`src/core/pin7_regs.svh`:
```
`ifndef PIN7_REGS_SVH
`define PIN7_REGS_SVH

// Register map
`define PIN7_CTL_ADDR      8'h17
`define PIN7_CTL_RESET     8'h00

// Field positions in the control register
`define PIN7_SEL_MSB       7
`define PIN7_SEL_LSB       5
`define PIN7_SRC_MSB       4
`define PIN7_SRC_LSB       2
`define PIN7_VAL_BIT       1
`define PIN7_EN_BIT        0

`endif

```
`src/core/pin7_pkg.sv`:
```
package pin7_pkg;

    typedef enum logic [2:0] {
        SRC_RX0    = 3'b000,
        SRC_RX1    = 3'b001,
        SRC_RX2    = 3'b010,
        SRC_RX3    = 3'b011,
        SRC_DEV    = 3'b100,
        SRC_RSV5   = 3'b101,
        SRC_TX     = 3'b110,
        SRC_RSV7   = 3'b111
    } source_group_e;

    typedef logic [2:0] data_select_t;

endpackage

```
`src/core/general_pin_seven_output_source_mux.sv`:
```
`timescale 1ns/1ns
`include "pin7_regs.svh"
// What this block does
// - Bits 4:2 pick the source: ports 0-3, device status, or transmit port.
// - Bits 7:5 pick the data within the chosen source group.
// - Receive port selects 000-011 carry remote pins 0-3 of that port.
// - Receive port selects 100-111 carry lock, pass, frame and line valid.
// - Device status: 001 OR lock, 010 AND lock, 011 AND pass, 100 frame sync.
// - For device status, select 000 drives the local value bit.
// - Transmit: 000 AND pass, 001 OR pass, 010 frame, 011 line, 101 irq.
// - For transmit, 100 drives the multi-port sync flag and 111 is reserved.
// - Bit 1 is the local value and bit 0 enables the pin output.
// - The control register sits at 0x17 and resets to all zeros.
module general_pin_seven_output_source_mux (
    input  wire logic       core_clk_i,
    input  wire logic       arst_n_i,
    input  wire logic [7:0] reg_addr_i,
    input  wire logic [7:0] reg_wdata_i,
    input  wire logic       reg_write_i,
    input  wire logic       reg_read_i,
    output logic      [7:0] reg_rdata_o,
    input  wire logic [3:0] port_enable_i,
    input  wire logic [3:0] pass_select_i,
    input  wire logic [3:0] rx_remote_pin0_i,
    input  wire logic [3:0] rx_remote_pin1_i,
    input  wire logic [3:0] rx_remote_pin2_i,
    input  wire logic [3:0] rx_remote_pin3_i,
    input  wire logic [3:0] rx_lock_i,
    input  wire logic [3:0] rx_pass_i,
    input  wire logic [3:0] rx_frame_valid_i,
    input  wire logic [3:0] rx_line_valid_i,
    input  wire logic       frame_sync_signal_i,
    input  wire logic       tx_frame_valid_i,
    input  wire logic       tx_line_valid_i,
    input  wire logic       tx_synced_i,
    input  wire logic       tx_interrupt_i,
    output logic            general_pin_seven_o,
    output logic            general_pin_seven_oe_o
);

    // ****************************************
    // Control register
    // ****************************************
    logic [7:0] pin7_output_control_r;
    logic       ctl_hit;
    logic       rd_hit_r;

    assign ctl_hit = (reg_addr_i == `PIN7_CTL_ADDR);

    always_ff @(posedge core_clk_i or negedge arst_n_i) begin
        if (!arst_n_i) begin
            pin7_output_control_r <= `PIN7_CTL_RESET;
        end else if (reg_write_i && ctl_hit) begin
            pin7_output_control_r <= reg_wdata_i;
        end
    end

    // Unmapped reads return zero
    always_ff @(posedge core_clk_i or negedge arst_n_i) begin
        if (!arst_n_i) begin
            rd_hit_r    <= 1'b0;
            reg_rdata_o <= 8'h00;
        end else begin
            rd_hit_r    <= reg_read_i && ctl_hit;
            reg_rdata_o <= (reg_read_i && ctl_hit) ?
                           pin7_output_control_r : 8'h00;
        end
    end

    // ****************************************
    // Field decode
    // ****************************************
    pin7_pkg::data_select_t  pin7_data_select;
    pin7_pkg::source_group_e pin7_source_group;
    logic                    pin7_local_value;
    logic                    pin7_output_enable;

    assign pin7_data_select   =
        pin7_output_control_r[`PIN7_SEL_MSB:`PIN7_SEL_LSB];
    assign pin7_source_group  = pin7_pkg::source_group_e'(
        pin7_output_control_r[`PIN7_SRC_MSB:`PIN7_SRC_LSB]);
    assign pin7_local_value   = pin7_output_control_r[`PIN7_VAL_BIT];
    assign pin7_output_enable = pin7_output_control_r[`PIN7_EN_BIT];

    // ****************************************
    // Input synchronisers
    // ****************************************
    // All status arrives from other domains or pins; two flops each.
    localparam int NSYNC = 45;
    logic [NSYNC-1:0] sync_in;
    logic [NSYNC-1:0] sync_q1_r;
    logic [NSYNC-1:0] sync_q2_r;

    assign sync_in = {port_enable_i, pass_select_i, rx_remote_pin0_i,
                      rx_remote_pin1_i, rx_remote_pin2_i, rx_remote_pin3_i,
                      rx_lock_i, rx_pass_i, rx_frame_valid_i,
                      rx_line_valid_i, frame_sync_signal_i, tx_frame_valid_i,
                      tx_line_valid_i, tx_synced_i, tx_interrupt_i};

    always_ff @(posedge core_clk_i or negedge arst_n_i) begin
        if (!arst_n_i) begin
            sync_q1_r <= '0;
            sync_q2_r <= '0;
        end else begin
            sync_q1_r <= sync_in;
            sync_q2_r <= sync_q1_r;
        end
    end

    logic [3:0] s_en;
    logic [3:0] s_psel;
    logic [3:0] s_rp0;
    logic [3:0] s_rp1;
    logic [3:0] s_rp2;
    logic [3:0] s_rp3;
    logic [3:0] s_lock;
    logic [3:0] s_pass;
    logic [3:0] s_fv;
    logic [3:0] s_lv;
    logic       s_fs;
    logic       s_tfv;
    logic       s_tlv;
    logic       s_tsync;
    logic       s_tirq;

    assign {s_en, s_psel, s_rp0, s_rp1, s_rp2, s_rp3, s_lock, s_pass,
            s_fv, s_lv, s_fs, s_tfv, s_tlv, s_tsync, s_tirq} = sync_q2_r;

    // ****************************************
    // Source selection
    // ****************************************
    function automatic logic rx_pick(input logic [2:0] sel,
                                     input logic [1:0] port,
                                     input logic [3:0] p0,
                                     input logic [3:0] p1,
                                     input logic [3:0] p2,
                                     input logic [3:0] p3,
                                     input logic [3:0] lk,
                                     input logic [3:0] ps,
                                     input logic [3:0] fv,
                                     input logic [3:0] lv);
        logic r;
        r = 1'b0;
        unique case (sel)
            3'h0: r = p0[port];
            3'h1: r = p1[port];
            3'h2: r = p2[port];
            3'h3: r = p3[port];
            3'h4: r = lk[port];
            3'h5: r = ps[port];
            3'h6: r = fv[port];
            3'h7: r = lv[port];
        endcase
        return r;
    endfunction

    logic rx_value;
    logic dev_value;
    logic tx_value;
    logic mux_value;

    assign rx_value = rx_pick(pin7_data_select,
                              pin7_output_control_r[`PIN7_SRC_LSB+1:
                                                    `PIN7_SRC_LSB],
                              s_rp0, s_rp1, s_rp2, s_rp3,
                              s_lock, s_pass, s_fv, s_lv);

    // Reserved selections drive a quiet low
    always_comb begin
        dev_value = 1'b0;
        unique case (pin7_data_select)
            3'h0: dev_value = pin7_local_value;
            3'h1: dev_value = |(s_lock & s_en);
            3'h2: dev_value = &(s_lock | ~s_en);
            3'h3: dev_value = &(s_pass | ~s_en);
            3'h4: dev_value = s_fs;
            default: dev_value = 1'b0;
        endcase
    end

    always_comb begin
        tx_value = 1'b0;
        unique case (pin7_data_select)
            3'h0: tx_value = &(s_pass | ~s_psel);
            3'h1: tx_value = |(s_pass & s_psel);
            3'h2: tx_value = s_tfv;
            3'h3: tx_value = s_tlv;
            3'h4: tx_value = s_tsync;
            3'h5: tx_value = s_tirq;
            default: tx_value = 1'b0;
        endcase
    end

    always_comb begin
        mux_value = 1'b0;
        unique case (pin7_source_group)
            pin7_pkg::SRC_RX0,
            pin7_pkg::SRC_RX1,
            pin7_pkg::SRC_RX2,
            pin7_pkg::SRC_RX3: mux_value = rx_value;
            pin7_pkg::SRC_DEV: mux_value = dev_value;
            pin7_pkg::SRC_TX:  mux_value = tx_value;
            default:           mux_value = 1'b0;
        endcase
    end

    // ****************************************
    // Pin drive
    // ****************************************
    // Registered so the pin never glitches on mux decode
    always_ff @(posedge core_clk_i or negedge arst_n_i) begin
        if (!arst_n_i) begin
            general_pin_seven_o    <= 1'b0;
            general_pin_seven_oe_o <= 1'b0;
        end else begin
            general_pin_seven_o <= pin7_output_enable & mux_value;
            general_pin_seven_oe_o <= pin7_output_enable;
        end
    end

    // ****************************************
    // Assertions
    // ****************************************
    AST_RESET_ZERO: assert property (
        @(posedge core_clk_i) $rose(arst_n_i) |->
            pin7_output_control_r == 8'h00 && !general_pin_seven_oe_o)
        else $error("control not zero after reset");

    AST_READBACK: assert property (
        @(posedge core_clk_i) disable iff (!arst_n_i)
        reg_read_i && ctl_hit |=>
            reg_rdata_o == $past(pin7_output_control_r))
        else $error("readback mismatch");

    AST_OE_FOLLOWS: assert property (
        @(posedge core_clk_i) disable iff (!arst_n_i)
        general_pin_seven_oe_o == $past(pin7_output_control_r[0]))
        else $error("output enable not from bit 0");

    AST_QUIET_OFF: assert property (
        @(posedge core_clk_i) disable iff (!arst_n_i)
        !general_pin_seven_oe_o |-> !general_pin_seven_o)
        else $error("pin driven while disabled");

    AST_LOCAL_VAL: assert property (
        @(posedge core_clk_i) disable iff (!arst_n_i)
        pin7_output_control_r[7:2] == 6'h04 && pin7_output_enable |=>
            general_pin_seven_o == $past(pin7_local_value))
        else $error("local value not driven");

    AST_RX_LOCK: assert property (
        @(posedge core_clk_i) disable iff (!arst_n_i)
        pin7_output_enable && pin7_data_select == 3'h4 &&
        !pin7_output_control_r[4] |=>
            general_pin_seven_o ==
            $past(s_lock[pin7_output_control_r[3:2]]))
        else $error("rx lock not driven");

    AST_RX_PIN0: assert property (
        @(posedge core_clk_i) disable iff (!arst_n_i)
        pin7_output_enable && pin7_data_select == 3'h0 &&
        !pin7_output_control_r[4] |=>
            general_pin_seven_o == $past(s_rp0[pin7_output_control_r[3:2]]))
        else $error("remote pin 0 not driven");

    AST_DEV_FS: assert property (
        @(posedge core_clk_i) disable iff (!arst_n_i)
        pin7_output_enable && pin7_output_control_r[7:2] == 6'h24 |=>
            general_pin_seven_o == $past(s_fs))
        else $error("frame sync not driven");

    AST_TX_SYNC: assert property (
        @(posedge core_clk_i) disable iff (!arst_n_i)
        pin7_output_enable && pin7_output_control_r[7:2] == 6'h26 |=>
            general_pin_seven_o == $past(s_tsync))
        else $error("sync flag not driven");

    AST_TX_RSV: assert property (
        @(posedge core_clk_i) disable iff (!arst_n_i)
        pin7_output_control_r[7:2] == 6'h3e |=> !general_pin_seven_o)
        else $error("reserved select not low");

    AST_RSV_SOURCE: assert property (
        @(posedge core_clk_i) disable iff (!arst_n_i)
        pin7_output_control_r[4:2] == 3'b101 ||
        pin7_output_control_r[4:2] == 3'b111 |=> !general_pin_seven_o)
        else $error("reserved source not low");

    AST_RX_LINE: assert property (
        @(posedge core_clk_i) disable iff (!arst_n_i)
        pin7_output_enable && pin7_data_select == 3'h7 &&
        !pin7_output_control_r[4] |=>
            general_pin_seven_o ==
            $past(s_lv[pin7_output_control_r[3:2]]))
        else $error("rx line valid not driven");

    AST_TX_IRQ: assert property (
        @(posedge core_clk_i) disable iff (!arst_n_i)
        pin7_output_enable && pin7_output_control_r[7:2] == 6'h2e |=>
            general_pin_seven_o == $past(s_tirq))
        else $error("transmit interrupt not driven");

    COV_WRITE: cover property (@(posedge core_clk_i)
        reg_write_i && ctl_hit);
    COV_ENABLED: cover property (@(posedge core_clk_i)
        $rose(general_pin_seven_oe_o));
    COV_TX_IRQ: cover property (@(posedge core_clk_i)
        pin7_output_control_r[7:2] == 6'h2e && general_pin_seven_o);
    COV_READ: cover property (@(posedge core_clk_i) rd_hit_r);

endmodule

```
`config.mk`:
```
export PLATFORM = sky130hd
export DESIGN_NAME = general_pin_seven_output_source_mux
export DESIGN_NICKNAME = d
export VERILOG_FILES = /design/src/core/pin7_pkg.sv /design/src/core/general_pin_seven_output_source_mux.sv
export VERILOG_INCLUDE_DIRS = /design/src /design/src/core
export SDC_FILE = /design/constraint.sdc
export NUM_CORES = 1
export LEC_CHECK = 0
export ABC_AREA = 1
export ABC_CLOCK_PERIOD_IN_PS = 2100
export CORE_MARGIN = 2
export CORE_UTILIZATION = 38
export CTS_CLUSTER_DIAMETER = 100
export DETAILED_ROUTE_END_ITERATION = 8
export DONT_BUFFER_PORTS = 1
export GPL_ROUTABILITY_DRIVEN = 0
export SYNTH_ARGS = -nofsm -noshare
export SYNTH_HDL_FRONTEND = slang
export SYNTH_SLANG_ARGS = --single-unit
```
`constraint.sdc`:
```
create_clock -name core_clk_i -period 2.1 [get_ports core_clk_i]
set_input_delay 0.21 -clock core_clk_i [delete_from_list [all_inputs] [get_ports core_clk_i]]
set_output_delay 0.21 -clock core_clk_i [all_outputs]
set_load 0.01 [all_outputs]
```
==> results.ini <==
[sta]
worst_slew_pin_slew_ns=0.341
rsz0062_at_grt=false
setup_tns_ns=0
slew_viol_final=0
timing.fmax_mhz=625
layout_min_cycle_time_ns=1.60
hold_slack_ns=-0.475
min_period_over_period=0.762
finClkSkew_ns=0.00806
layout_setup_ws_ns=0.501
hold_violations=108
setup-violations-final=0
slew_headroom=0.772

[synthesis]
synth_compound_area_frac=0.0108
yosysTopAreaCell=dfrtp_1
syn_avg_cell_area_um2=11.8
yosys.area_share.simple=0.174
synth_area_leaders=dfrtp_1 (75%), nand2_1 (12%), mux2_2 (2.5%)
ys.flop_type=dfrtp_1
syn_nets=368
muxShareOfSynthArea=0.0251
synth-edff-count=0
synth_fa_ha_area_frac=0
synth.cell_area_mm2=0.00358
synth_seq_area_share=0.754
synth.distinct_cells=21
synth-xor-area-share=0
synthArstFlopShare=1.00
synthCells=303
yosys-top-cells-count=nand2_1 (110), dfrtp_1 (108), nor2_1 (22)
synth_top_family_by_area=simple AND/OR/NAND/NOR gates
synth.most_common_cell=nand2_1
synth_warnings=0
synth_top_area_frac=0.754
synth_seq_cells=108

[global_routing]
grt_pass1_wl_um=10500
grt_antenna_before_repair=0
grt_usage=0.138
grt_pass1_vias=2202
grt_max_degree=109
grt-ovfl-total=0

[clock_tree]
root_buffer=clkbuf_8
cts_max_level=3
holdBufCountCts=53
clk_pin_slew_worst_paths_ns=0.10
cts_made_buffers=9
cts_sinks=108
clockBufferDepth=2
ctsResizeCount=0
cts_tree=yes
clock_latency_ns=0.37

[detailed_routing]
num_vias=2185
firstDrtPassIters=4
routed_wl_um=6580
drc_errors=0
routedWlPerCell_um=13.7
drt_iter0_drc=144
via_per_inst=4.55
drtAntennaViolNets=0

[min_path]
hold_path.class=input pin to asynchronous set/reset pin

[critical_path]
crit_fanout=11
path_buf_inv=1
critPathCaptureType=register
crit_chain=clkinv_1 > nand2_1 > nand2_1 > nand2_1 > nand2_1 > nor2_1 > nand2_1 > nand3_1 > a21oi_2
cp_data_arrival_time_ns=1.86
crit_family=simple AND/OR/NAND/NOR gates
cp_slowest_cell=dfrtp_1
crit_path_start_kind=register
critical_path_required_ns=2.36
cpPeakStageDelay_ns=0.53
crit_top_cell=nand2_1
crit_type=register to register

[final_layout]
utilization=0.481
drive_gt1_frac=0.0894
syn2layout_area_growth_pct=23.5
fin_nets=429
diodes=0

[floorplan]
die_h_um=101
coreArea_mm2=0.00920
dieArea_mm2=0.0102
num_rows=35
ios=75
die_x_um=101
start_util=0.390

[placement]
io_buffers=0
hpwl_um=4520
place_ws_ns=0.543

[power_and_ir_drop]
power_per_cell_area_mw_per_mm2=819
total_power_mw=3.63
irDropWorstVdd_uv=648
p_leak_nw=2.12

[flow_run]
drv_cap=0

[outcome]
violations=negative hold slack
outcome=complete, but fails checks

-- final cells by class --
type | instances | area (um2)
clock buffer | 10 | 138
clock inverter | 6 | 62.6
fill | 850 | 4770
inverter | 24 | 92.6
multi-input combinational | 167 | 753
sequential | 108 | 2700
tap | 111 | 139
timing repair buffer | 54 | 538
-- kinds of logic (layout without fill, tap and decap cells) --
kind of cell           after synthesis  in the layout
AND/OR/NAND/NOR                    152            152
multiplexers                         8              8
flip-flops                         108            108
AO/OA/AOI/OAI                        7              7
buffers and inverters               28             94
-- cell usage in the layout, fill, tap and decap left out, types with 2 or more instances in the layout --
cell type	n
mux2_2	8
nand4_1	3
dfrtp_1	108
o21ai_0	5
nand3_1	9
inv_6	3
nor3_1	3
inv_2	2
nor3_2	2
dlygate4sd3_1	53
nand2_1	110
inv_1	20
nor2_1	22
clkbuf_8	10
-- flip-flops by register name, indices dropped and copies added, names as in the netlist --
signal                  count
sync_q1_r                  45
sync_q2_r                  45
pin7_output_control_r       8
reg_rdata_o                 8
general_pin_seven_o         1
general_pin_seven_oe_o      1
-- where the power goes --
part           internal [mW]  total (mW)  switching [mW]
Sequential              2.17        2.22          0.0450
Combinational          0.110       0.204          0.0945
Clock                  0.497        1.20           0.706
-- metal layers --
| layer | global-route usage | routed length [um] | part of all wire | up-vias |
|---|---|---|---|---|
| met5 | 0 | 0 | 0 | - |
| met4 | 0.0478 | 85 | 0.013 | 0 |
| met3 | 0.0458 | 401 | 0.061 | 7 |
| met2 | 0.229 | 3220 | 0.49 | 70 |
| met1 | 0.169 | 2870 | 0.44 | 1054 |
| li1 | - | - | - | 1054 |
-- per-stage QoR --
stage	instances	instance area, um2
after floorplan	303	3580
after global placement	411	3690
after detailed placement	411	3690
after CTS	480	4430
after global routing	480	4430
final	480	4430
-- final timing paths --
| kind | start | end | slack, ns | depth (start not counted) |
|---|---|---|---|---|
| setup / recovery | pin7_output_control_r[3] | general_pin_seven_o | 0.50 | 9 |
| hold / removal | arst_n_i | sync_q1_r[40] | -0.47 | 0 |
| setup reg to reg | pin7_output_control_r[3] | general_pin_seven_o | 0.50 | 9 |
| max in group asynchronous | arst_n_i | sync_q2_r[10] | 2.42 | 0 |
| min in group core_clk_i | reg_read_i | reg_rdata_o[1] | 0.21 | 2 |
| hold reg to reg | sync_q1_r[36] | sync_q2_r[36] | 0.36 | 0 |
-- repair_timing --
item                                   in CTS  in global routing
endpoints found under the hold margin     161                108
buffers inserted                            0                  0
setup endpoints to repair                   0                  0
Note: power is estimated with default switching activity, not from simulation.
